**src/inc/tis_pkg.sv**
```systemverilog
// shared constants and types of the threshold / interrupt status block
// assumes one core clock and a byte-wide register port driven by the bus front end
package tis_pkg;
    localparam logic [7:0] ADDR_INT_CTRL = 8'h89;
    localparam logic [7:0] ADDR_LOW_UPPER = 8'h8a;
    localparam logic [7:0] ADDR_LOW_LOWER = 8'h8b;
    localparam logic [7:0] ADDR_HIGH_UPPER = 8'h8c;
    localparam logic [7:0] ADDR_HIGH_LOWER = 8'h8d;
    localparam logic [7:0] ADDR_INT_FLAGS = 8'h8e;
    // interrupt_flags field positions
    localparam int FLAG_PROX_READY = 3;
    localparam int FLAG_AMB_READY = 2;
    localparam int FLAG_BELOW = 1;
    localparam int FLAG_ABOVE = 0;
    localparam logic [3:0] FLAG_MASK = 4'hf;
    // interrupt control field positions
    localparam int CTRL_COUNT_LSB = 5;
    localparam int CTRL_PROX_EN = 3;
    localparam int CTRL_AMB_EN = 2;
    localparam int CTRL_THR_EN = 1;
    localparam int CTRL_THR_SEL = 0;
    localparam logic [7:0] CTRL_RESET = 8'h00;
    localparam logic [15:0] THRESH_RESET = 16'h0000;
    localparam logic [3:0] FLAGS_RESET = 4'h0;

    // register port request
    typedef struct packed {
        logic wr;
        logic rd;
        logic [7:0] addr;
        logic [7:0] wdata;
    } tis_req_s;

    // completed measurement report
    typedef struct packed {
        logic prox_done;
        logic amb_done;
        logic [15:0] prox_result;
        logic [15:0] amb_result;
    } tis_meas_s;
endpackage

```
**src/core/tis_core.sv**
```systemverilog
// threshold compare and sticky interrupt status of the light / proximity sensor
// assumes the bus front end presents one-cycle byte reads and writes
// How it works
// [RULE1] low threshold is two bytes, upper at 0x8a, lower at 0x8b
// [RULE2] high threshold is two bytes, upper at 0x8c, lower at 0x8d
// [RULE3] all four threshold bytes read and write; higher address holds bits 7:0
// [RULE4] status at 0x8e: bit3 prox, bit2 ambient, bit1 below, bit0 above
// [RULE5] below flag sets when monitored result crosses under low threshold
// [RULE6] above flag sets when monitored result exceeds high threshold
// [RULE7] thresholds watch proximity or ambient, chosen by the select bit
// [RULE8] a raised flag stays at one whatever later results are
// [RULE9] a flag clears only when host writes one to its bit
// [RULE10] interrupt pin low while any flag is one
// [RULE11] threshold flag needs 1 to 128 consecutive crossings, code doubling
// [RULE12] threshold flags raise only when threshold enable is set
// [RULE13] proximity ready flag sets on done only when enabled
// [RULE14] ambient ready flag sets on done only when enabled
// [RULE15] crossing is strictly above high or strictly below low, 16 bits
// [RULE16] writing zero or unused bits leaves status unchanged
module tis_core (
    // clock and reset
    input wire logic core_clk,
    input wire logic srst,
    // register port
    input tis_pkg::tis_req_s req,
    output logic [7:0] rdata,
    // measurement engine
    input tis_pkg::tis_meas_s meas,
    // interrupt pad
    output logic int_n
);
    import tis_pkg::*;

    // control and threshold registers
    logic [7:0] ctrl;
    logic [7:0] next_ctrl;
    logic [15:0] low_thresh;
    logic [15:0] next_low_thresh;
    logic [15:0] high_thresh;
    logic [15:0] next_high_thresh;
    // sticky status and pad
    logic [3:0] flags;
    logic [3:0] next_flags;
    logic next_int_n;
    // read path
    logic [7:0] next_rdata;
    // compare path
    logic mon_sample;
    logic [15:0] mon_value;
    logic is_below;
    logic is_above;
    logic trip_below;
    logic trip_above;
    // flag events and host clears of this cycle
    logic [3:0] set_vec;
    logic [3:0] clr_vec;

    function automatic logic hit(input tis_req_s r, input logic [7:0] a);
        hit = r.wr && (r.addr == a);
    endfunction

    // one byte of a threshold word, upper picks bits 15:8
    function automatic logic [7:0] thr_byte(input logic [15:0] t, input logic upper);
        thr_byte = upper ? t[15:8] : t[7:0];
    endfunction

    // interrupt control register
    // bit 4 has no function but reads back as written
    always_comb begin
        next_ctrl = ctrl;
        if (hit(req, ADDR_INT_CTRL)) begin
            next_ctrl = req.wdata;
        end
    end

    always_ff @(posedge core_clk) begin
        if (srst) begin
            ctrl <= CTRL_RESET;
        end else begin
            ctrl <= next_ctrl;
        end
    end

    // threshold bytes
    // a word changes in two separate writes, so a result compared in between meets a
    // half-updated limit; software should clear the threshold enable while reprogramming
    always_comb begin
        next_low_thresh = low_thresh;
        next_high_thresh = high_thresh;
        if (hit(req, ADDR_LOW_UPPER)) begin
            next_low_thresh[15:8] = req.wdata; // see [RULE1]
        end
        if (hit(req, ADDR_LOW_LOWER)) begin
            next_low_thresh[7:0] = req.wdata; // see [RULE3]
        end
        if (hit(req, ADDR_HIGH_UPPER)) begin
            next_high_thresh[15:8] = req.wdata; // see [RULE2]
        end
        if (hit(req, ADDR_HIGH_LOWER)) begin
            next_high_thresh[7:0] = req.wdata; // see [RULE3]
        end
    end

    always_ff @(posedge core_clk) begin
        if (srst) begin
            low_thresh <= THRESH_RESET;
            high_thresh <= THRESH_RESET;
        end else begin
            low_thresh <= next_low_thresh;
            high_thresh <= next_high_thresh;
        end
    end

    // monitored measurement selection and compare
    always_comb begin
        if (ctrl[CTRL_THR_SEL]) begin
            mon_sample = meas.amb_done; // see [RULE7]
            mon_value = meas.amb_result;
        end else begin
            mon_sample = meas.prox_done; // see [RULE7]
            mon_value = meas.prox_result;
        end
        is_below = mon_value < low_thresh; // see [RULE15]
        is_above = mon_value > high_thresh; // see [RULE15]
    end

    // separate run counters so alternating crossings do not add up; a count code
    // lowered mid-run keeps the running count, which then trips on the next crossing if that count is at least the new need minus one
    tis_persist u_below (
        .core_clk(core_clk),
        .srst(srst),
        .sample(mon_sample),
        .beyond(is_below),
        .count_code(ctrl[CTRL_COUNT_LSB +: 3]),
        .trip(trip_below)
    );

    tis_persist u_above (
        .core_clk(core_clk),
        .srst(srst),
        .sample(mon_sample),
        .beyond(is_above),
        .count_code(ctrl[CTRL_COUNT_LSB +: 3]),
        .trip(trip_above)
    );

    // status flags: set wins over a same-cycle clear, so no event is lost to a late ack
    always_comb begin
        set_vec = 4'h0;
        set_vec[FLAG_PROX_READY] = meas.prox_done && ctrl[CTRL_PROX_EN]; // see [RULE13]
        set_vec[FLAG_AMB_READY] = meas.amb_done && ctrl[CTRL_AMB_EN]; // see [RULE14]
        set_vec[FLAG_BELOW] = trip_below && ctrl[CTRL_THR_EN]; // see [RULE5] [RULE12]
        set_vec[FLAG_ABOVE] = trip_above && ctrl[CTRL_THR_EN]; // see [RULE6] [RULE12]
        // writes of zero and of bits 7:4 clear nothing
        clr_vec = 4'h0;
        if (hit(req, ADDR_INT_FLAGS)) begin
            clr_vec = req.wdata[3:0] & FLAG_MASK; // see [RULE9] [RULE16]
        end
        next_flags = (flags & ~clr_vec) | set_vec; // see [RULE8]
    end

    always_ff @(posedge core_clk) begin
        if (srst) begin
            flags <= FLAGS_RESET;
        end else begin
            flags <= next_flags;
        end
    end

    // pad follows the flags of the same edge, with no extra cycle of latency;
    // it is active low and released while every flag is clear
    always_comb begin
        next_int_n = ~(|next_flags); // see [RULE10]
    end

    always_ff @(posedge core_clk) begin
        if (srst) begin
            int_n <= 1'b1;
        end else begin
            int_n <= next_int_n;
        end
    end

    // read data registered one cycle after the read request; it holds between reads
    always_comb begin
        next_rdata = rdata;
        if (req.rd) begin
            case (req.addr)
                ADDR_INT_CTRL: begin
                    next_rdata = ctrl;
                end
                ADDR_LOW_UPPER: begin
                    next_rdata = thr_byte(low_thresh, 1'b1);
                end
                ADDR_LOW_LOWER: begin
                    next_rdata = thr_byte(low_thresh, 1'b0);
                end
                ADDR_HIGH_UPPER: begin
                    next_rdata = thr_byte(high_thresh, 1'b1);
                end
                ADDR_HIGH_LOWER: begin
                    next_rdata = thr_byte(high_thresh, 1'b0);
                end
                ADDR_INT_FLAGS: begin
                    // bits 7:4 hold no flag and read as zero
                    next_rdata = {4'h0, flags}; // see [RULE4]
                end
                default: begin
                    // unmapped addresses read as zero
                    next_rdata = 8'h00;
                end
            endcase
        end
    end

    always_ff @(posedge core_clk) begin
        if (srst) begin
            rdata <= 8'h00;
        end else begin
            rdata <= next_rdata;
        end
    end
endmodule // tis_core

```
**src/core/tis_persist.sv**
```systemverilog
// consecutive-crossing counter for threshold flags
// assumes one measurement strobe per completed monitored measurement
module tis_persist (
    // clock and reset
    input wire logic core_clk,
    input wire logic srst,
    // measurement stream
    input wire logic sample,
    input wire logic beyond,
    input wire logic [2:0] count_code,
    // result
    output logic trip
);
    import tis_pkg::*;

    logic [7:0] run;
    logic [7:0] next_run;
    logic [7:0] need;

    always_comb begin
        need = 8'h01 << count_code;
        next_run = run;
        trip = 1'b0;
        if (sample) begin
            if (!beyond) begin
                next_run = 8'h00;
            end else if (run + 8'h01 >= need) begin
                trip = 1'b1; // see [RULE11]
                next_run = 8'h00;
            end else begin
                next_run = run + 8'h01;
            end
        end
    end

    always_ff @(posedge core_clk) begin
        if (srst) begin
            run <= 8'h00;
        end else begin
            run <= next_run;
        end
    end
endmodule // tis_persist

```
**config.mk**
```make
export PLATFORM = sky130hd
export DESIGN_NAME = tis_core
export DESIGN_NICKNAME = d
export VERILOG_FILES = /design/src/inc/tis_pkg.sv /design/src/core/tis_core.sv /design/src/core/tis_persist.sv
export SDC_FILE = /design/constraint.sdc
export NUM_CORES = 1
export LEC_CHECK = 0
export BUFFER_PORTS_ARGS = -buffer_cell sky130_fd_sc_hd__buf_4
export CELL_PAD_IN_SITES_DETAIL_PLACEMENT = 0
export CELL_PAD_IN_SITES_GLOBAL_PLACEMENT = 1
export CORE_MARGIN = 2
export CORE_UTILIZATION = 47
export CTS_BUF_LIST = sky130_fd_sc_hd__clkbuf_4
export CTS_CLUSTER_DIAMETER = 50
export DETAILED_ROUTE_END_ITERATION = 8
export PLACE_DENSITY = 0.92
export SYNTH_ARGS = -nofsm -noshare
export SYNTH_HDL_FRONTEND = slang
export SYNTH_HIERARCHICAL = 1
export SYNTH_SLANG_ARGS = --single-unit
```
**constraint.sdc**
```tcl
create_clock -name core_clk -period 4.64 [get_ports core_clk]
set_input_delay 0 -clock core_clk [delete_from_list [all_inputs] [get_ports core_clk]]
set_output_delay 0 -clock core_clk [all_outputs]
set_load 0.03 [all_outputs]
```
==> summary.txt, run 1 <==
Run status
  – Status: finished, final reports clean

Timing
  – Final Max Slew Viols: 0
  – Post-layout minimum cycle time: about 3700 ps
  – Worst-margin pin slew: 881 ps
  – Slew HR: 0.404
  – Final setup skew: 18.1 ps
  – Fin crit share: 0.788
  – Endpoints failing hold: 0
  – RSZ-0062 raised after global routing: false
  – Final Setup Violations: 0
  – Max Fclk: ~0.27 GHz
  – Setup TNS: 0 ps

Yosys
  – Number of synthesized flops with an enable pin: 0
  – Post-synth ARST share: 0
  – Mapped Nets: 662
  – Synthesized area per cell: 8.81 um2
  – Ys Warns: 6
  – Yosys cell types: 63
  – Seq cells post-synth: 69
  – Main synth FF type: dfxtp_1
  – Post-Syn Area: 4930 um2
  – Cells after synthesis: 559
  – Register area share after synthesis: 0.280

Power
  – LEAKAGE: between 0.002 and 0.0025 uW
  – Pwr dens: 200 nW/um2
  – Peak supply drop: 0.000166 V
  – Total power: about 1100 uW

GRT
  – Pin count of the biggest net entering global routing: 69
  – Global Route met1 Usage: 0.308
  – Vias in the first global route: 4400
  – M3 GR Usage: 0.0417
  – Global-route wire length before repair: about 21 mm
  – GR Util All Layers: 0.237
  – Met2 Use GR: 0.397
  – Global route overflow: 0
  – Initial antenna violation count: 0
  – Most Used Layer, Global Route: met2

Critical path
  – WS Path Type: reg2reg
  – Critical path's slowest cell: dfxtp_1
  – Critical Path Max Stage Delay: approximately 900 ps
  – Worst r2r dst: u_above/run[6]
  – Worst setup SP type: register
  – Reg2Reg Setup Slack: 980 ps
  – R2R depth: 9
  – Crit path required time: roughly 5000 ps
  – Reg2Reg Launch Point: ctrl[0]
  – CP Max Fanout: 19
  – WP data arrival: between 3000 and 4000 ps
  – CP Capture Type: register
  – Worst path cell trace: mux2_2, ha_1, nand4_1, nor4_1, a21boi_0, o41a_1, nand2_1, or2_2, o31ai_1

Cells and area
  – Area Overhead vs Synth: 15.7%
  – Fillers: roughly 920
  – Nets: 723
  – Ant diodes: 0
  – Share of cells above drive strength 1: 0.194
  – Commonest non-fill, non-tap cell in the layout: dfxtp_1
  – Most frequent cells in the layout: dfxtp_1, buf_4, ha_1
  – Post-layout util: 0.557

Clock tree
  – CTS Buffer Depth: 2
  – Clock sink count: 69
  – Hold bufs inserted after CTS: 12
  – Clk_lat worst skew: between 400 and 500 ps
  – # H-tree levels: 3
  – CTS Root Cell: clkbuf_4
  – Total CTS buffers: 9
  – CTS clk-pin slew, worst paths: 130 ps
  – Resized Gates After CTS: 0
  – Post-CTS Setup Inserts: 0
  – CTS tree: built

Place
  – PortBufs: 62
  – DP HPWL: 9.56 mm
  – GP Congestion: approximately 0.95

Drt
  – Total wire length: 13.0 mm
  – Via/cell ratio: 5.82
  – Routed length per instance: between 15 and 20 um
  – Drt drc: 0
  – Final ANT Viol Nets: 0
  – Starting DRC count in detailed routing: 286
  – DR vias: between 4000 and 5000
  – DR pass1 iterations: 5

Floorplan
  – CORE AREA: a little over 10000 um2
  – Rows: 37
  – IO Pins: 63
  – Initial Util: 0.482
  – DIE WIDTH: between 100 and 150 um
  – Die area: 11300 um2
  – DIE HEIGHT: 106 um

Worst hold path
  – HP Class: in2reg
  – Hold endpoint: int_n
  – Hold path start: meas[32]
  – Cells on Worst Hold Path: 4

Job
  – Maxcap violations: 0
[layer usage]
metal	share of wire	vias up	wire (um)
met5	0	-	0
met4	0.025	0	325
met3	0.049	27	642
met2	0.49	115	6360
met1	0.44	2113	5710
li1	-	2167	-
[flip-flops by register name, summed over array words and instances (netlist names)]
name and count:
u_below/run 8, flags 4, u_above/run 8, rdata 8, int_n 1, ctrl 8, low_thresh 16, high_thresh 16
[kinds of logic after synthesis]
logic type,after synthesis,synth area share
and+or+nand+nor,187,0.225
muxes,65,0.138
adders and majority gates,49,0.124
xor gates and xnor gates,6,0.0107
buffers and inverters,63,0.0533
AOI/OAI and AO/OA,120,0.169
DFF,69,0.280
[worst max path at each step]
stage | start | endpoint | slack (ps) | cells past startpoint
after floorplan | ctrl[0] | u_above/run[0] | 1530 | 12
after global placement | ctrl[0] | int_n | 1230 | 11
after detailed placement | ctrl[0] | int_n | 1090 | 11
after CTS | ctrl[0] | u_above/run[6] | 1040 | 9
after global routing | ctrl[0] | u_above/run[6] | 690 | 9
final | ctrl[0] | u_above/run[6] | 980 | 9
[synthesized netlist by cell type (9+ instances only)]
master,instances,area share
nand3_1,14,0.014
mux2i_1,43,0.087
a21oi_1,20,0.020
mux2_2,22,0.050
nor2_1,13,0.0099
dfxtp_1,69,0.28
clkbuf_1,12,0.0091
nor2b_1,11,0.014
o31ai_1,13,0.020
nand3b_1,23,0.035
ha_1,49,0.12
nand4_1,9,0.011
o21ai_0,35,0.036
nand2b_1,45,0.057
inv_1,39,0.030
nand2_1,32,0.024
[cell type report]
class | instances | area [um2] | share of cell area
clock buffer | 9 | 67.6 | 0.0119
clock inverter | 6 | 65.1 | 0.0114
inverter | 39 | 146 | 0.0257
multi-input combinational | 427 | 3280 | 0.576
sequential | 69 | 1380 | 0.242
tap | 136 | 170 | 0.0299
timing repair buffer | 74 | 586 | 0.103
[per-stage QoR]
stage | std cells | hold WS, ps | instance area [um2] | worst slack [ps]
after global placement | 733 | 215 | 5450 | 1230
after global routing | 760 | 27.6 | 5700 | 688
after detailed placement | 733 | 229 | 5450 | 1090
after CTS | 760 | 10.6 | 5700 | 1040
final | 760 | 21.2 | 5700 | 982
after floorplan | 559 | 104 | 4930 | 1530
[power by group]
part,switching [uW],total (uW),internal [uW],leakage (uW)
logic,76.6,152,75.3,0.00165
registers,0.622,593,593,0.000556
clock network,236,397,161,0.0000717
[worst max-delay path, delay by kind of cell (launching register included)]
family,cells,cell delay (ps)
flops,1,900
fa+ha+maj,1,320
mux,1,430
simple gates,4,1130
compound gates,3,760
(Power assumes the default switching activity.)
==> run 2: changes to the inputs <==
CORE_UTILIZATION = 46   (was 47)
PLACE_DENSITY = 0.91   (was 0.92)
clock period = 3.4 ns   (was 4.64 ns; I/O delays follow)
==> run 2 against run 1 <==
Against the previous run: sequential share of layout area is 0.14 points lower; clock power up 34%; combinational power up 36%; global-route usage is 0.45 points lower; register-to-register slack lost 710 ps; via count grew 0.23%; maximum frequency grew 17%; flip-flop and latch count unchanged; die area grew 2.1%; largest cell class unchanged; largest power group unchanged.
==> summary.txt, run 2 (synthesis results as in run 1) <==
Run status
  – Status: finished, final reports clean

Timing
  – Fin crit share: 0.920 (+0.132)
  – Setup TNS: 0 ps (unchanged)
  – Max Fclk: 0.320 GHz (+17%)
  – Slew HR: 0.448 (+0.0441)
  – Final setup skew: 13.4 ps (-4.68 ps)
  – Worst-margin pin slew: 816 ps (-65.2 ps)
  – Post-layout minimum cycle time: 3130 ps (-530 ps)
  – RSZ-0062 raised after global routing: false
  – Final Max Slew Viols: 0 (unchanged)
  – Final Setup Violations: 0 (unchanged)
  – Endpoints failing hold: 0 (unchanged)

Drt
  – Routed length per instance: 17.0 um (-0.73%)
  – DR vias: 4432 (+0.23%)
  – Metal3 WL: 454 um (-29%)
  – DR pass1 iterations: 5 (unchanged)
  – Highest metal used: met4
  – Total wire length: 13.0 mm (-0.21%)
  – Via/cell ratio: 5.80 (-0.30%)
  – Drt drc: 0 (unchanged)
  – M1 WL: 5.75 mm (+0.70%)
  – Final ANT Viol Nets: 0 (unchanged)
  – Routed wl met2: 6.52 mm (+2.6%)
  – Starting DRC count in detailed routing: 248 (-13%)

GRT
  – Pin count of the biggest net entering global routing: 69 (unchanged)
  – Global-route wire length before repair: 21.3 mm (-0.55%)
  – Initial antenna violation count: 0 (unchanged)
  – Vias in the first global route: 4381 (-0.43%)
  – GR Util All Layers: 0.233 (-0.00454)
  – Global route overflow: 0 (unchanged)

Critical path
  – Crit-path leading delay family: compound AO/OA/AOI/OAI gates
  – Worst r2r dst: int_n
  – Reg2Reg Launch Point: ctrl[0]
  – Crit path required time: 3730 ps (-1240 ps)
  – WS Path Type: reg2reg
  – Reg2Reg Setup Slack: 270 ps (-710 ps)
  – Critical path's slowest cell: dfxtp_2
  – CP Capture Type: register
  – WP data arrival: 3460 ps (-530 ps)
  – Worst path cell trace: mux2_2, ha_1, nand4_1, nor4_2, a21boi_0, o41a_1, nand2_1, o21ba_2, o21ai_0, a41o_1, o31a_1
  – CP Max Fanout: 13 (-6)
  – Critical Path Max Stage Delay: 510 ps (-390 ps)
  – Worst setup SP type: register
  – WP buf/inv: 0 (unchanged)
  – R2R depth: 11 (+2)

Cells and area
  – Nets: 727 (+0.55%)
  – Ant diodes: 0 (unchanged)
  – Commonest non-fill, non-tap cell in the layout: dfxtp_1
  – Top flop regs: high_thresh: 16 flops, low_thresh: 16 flops
  – Register Area: 1380 um2 (about the same)
  – Multi-input gate area: 3290 um2 (+0.19%)
  – Area Overhead vs Synth: 16.4%
  – Share of cells above drive strength 1: 0.202 (+0.00832)
  – Cell area after layout: 5740 um2 (+0.66%)
  – Post-layout util: 0.553 (-0.00384)
  – Most frequent cells in the layout: dfxtp_1, buf_4, ha_1
  – Fillers: 979 (+6.0%)

Place
  – Post-DP Area: 5480 um2 (+0.55%)
  – PortBufs: 62 (unchanged)
  – DP HPWL: 9.82 mm (+2.7%)
  – GP Congestion: 0.883 (-7.5%)

Clock tree
  – CTS tree: built
  – CTS Buffer Depth: 2 (unchanged)
  – Clk_lat worst skew: 430 ps (about the same)
  – CTS Root Cell: clkbuf_4
  – Post-CTS Setup Inserts: 0 (unchanged)
  – Total CTS buffers: 9 (unchanged)
  – # H-tree levels: 3 (unchanged)
  – Clock sink count: 69 (unchanged)
  – CTS clk-pin slew, worst paths: 120 ps (about the same)

Worst hold path
  – Hold endpoint: int_n
  – HP Class: in2reg
  – Hold path start: meas[32]
  – Cells on Worst Hold Path: 4 (unchanged)

Power
  – LEAKAGE: 0.00228 uW (+0.41%)
  – Pwr dens: 270 nW/um2 (+35%)
  – Peak supply drop: 0.000275 V (+66%)

Floorplan
  – IO Pins: 63 (unchanged)
  – Die area: 11600 um2 (+2.1%)
  – CORE AREA: 10400 um2 (+1.4%)
  – Rows: 37 (unchanged)
  – DIE HEIGHT: 107 um (+1.0%)
  – Initial Util: 0.475 (-0.00645)
  – DIE WIDTH: 107 um (+1.0%)

Job
  – Maxcap violations: 0 (unchanged)
run 2: worst min-delay path: stages:
cell     delay [ps]
buf_4            90
nand2_1          70
a41o_1          180
o31a_1          100
run 2: layout make-up:
class	count	share of cell area
clock inverter	6	0.0113
sequential	69	0.241
timing repair buffer	78	0.107
inverter	39	0.0255
multi-input combinational	427	0.573
clock buffer	9	0.0118
tap	136	0.0297
run 2: worst max-delay path by stage:
stage                           to  cells after the start    start  slack (ps)
finish                       int_n                     11  ctrl[0]         270
global route                 int_n                     11  ctrl[0]          10
CTS                          int_n                     11  ctrl[0]          20
detailed placement           int_n                     11  ctrl[0]          40
global placement             int_n                     11  ctrl[0]         180
floorplan           u_above/run[0]                     12  ctrl[0]         290
run 2: power breakdown:
part	switching, uW	internal [uW]
Sequential	0.716	809
Clock	315	218
Combinational	105	103
run 2: layer usage:
metal / global-route usage / vias up
li1: - / 2172
met1: 0.287 / 2151
met2: 0.407 / 86
met3: 0.0412 / 23
met4: 0.0806 / 0
met5: 0 / -
run 2: what timing repair did:
item / CTS / global route
setup endpoints to repair: 0 / 9
resized for setup: 0 / 2
hold buffers: 12 / 0
endpoints found under the hold margin: 47 / 0
run 2: per-stage QoR:
step                setup slack [ps]  cells  power [uW]  hold slack (ps)
CTS                             18.0    764        1560             21.1
finish                           272    764        1550             44.8
floorplan                        293    559         939              104
detailed placement              44.7    737        1020              227
global placement                 181    737        1020              218
global route                    10.9    764        1610             42.4
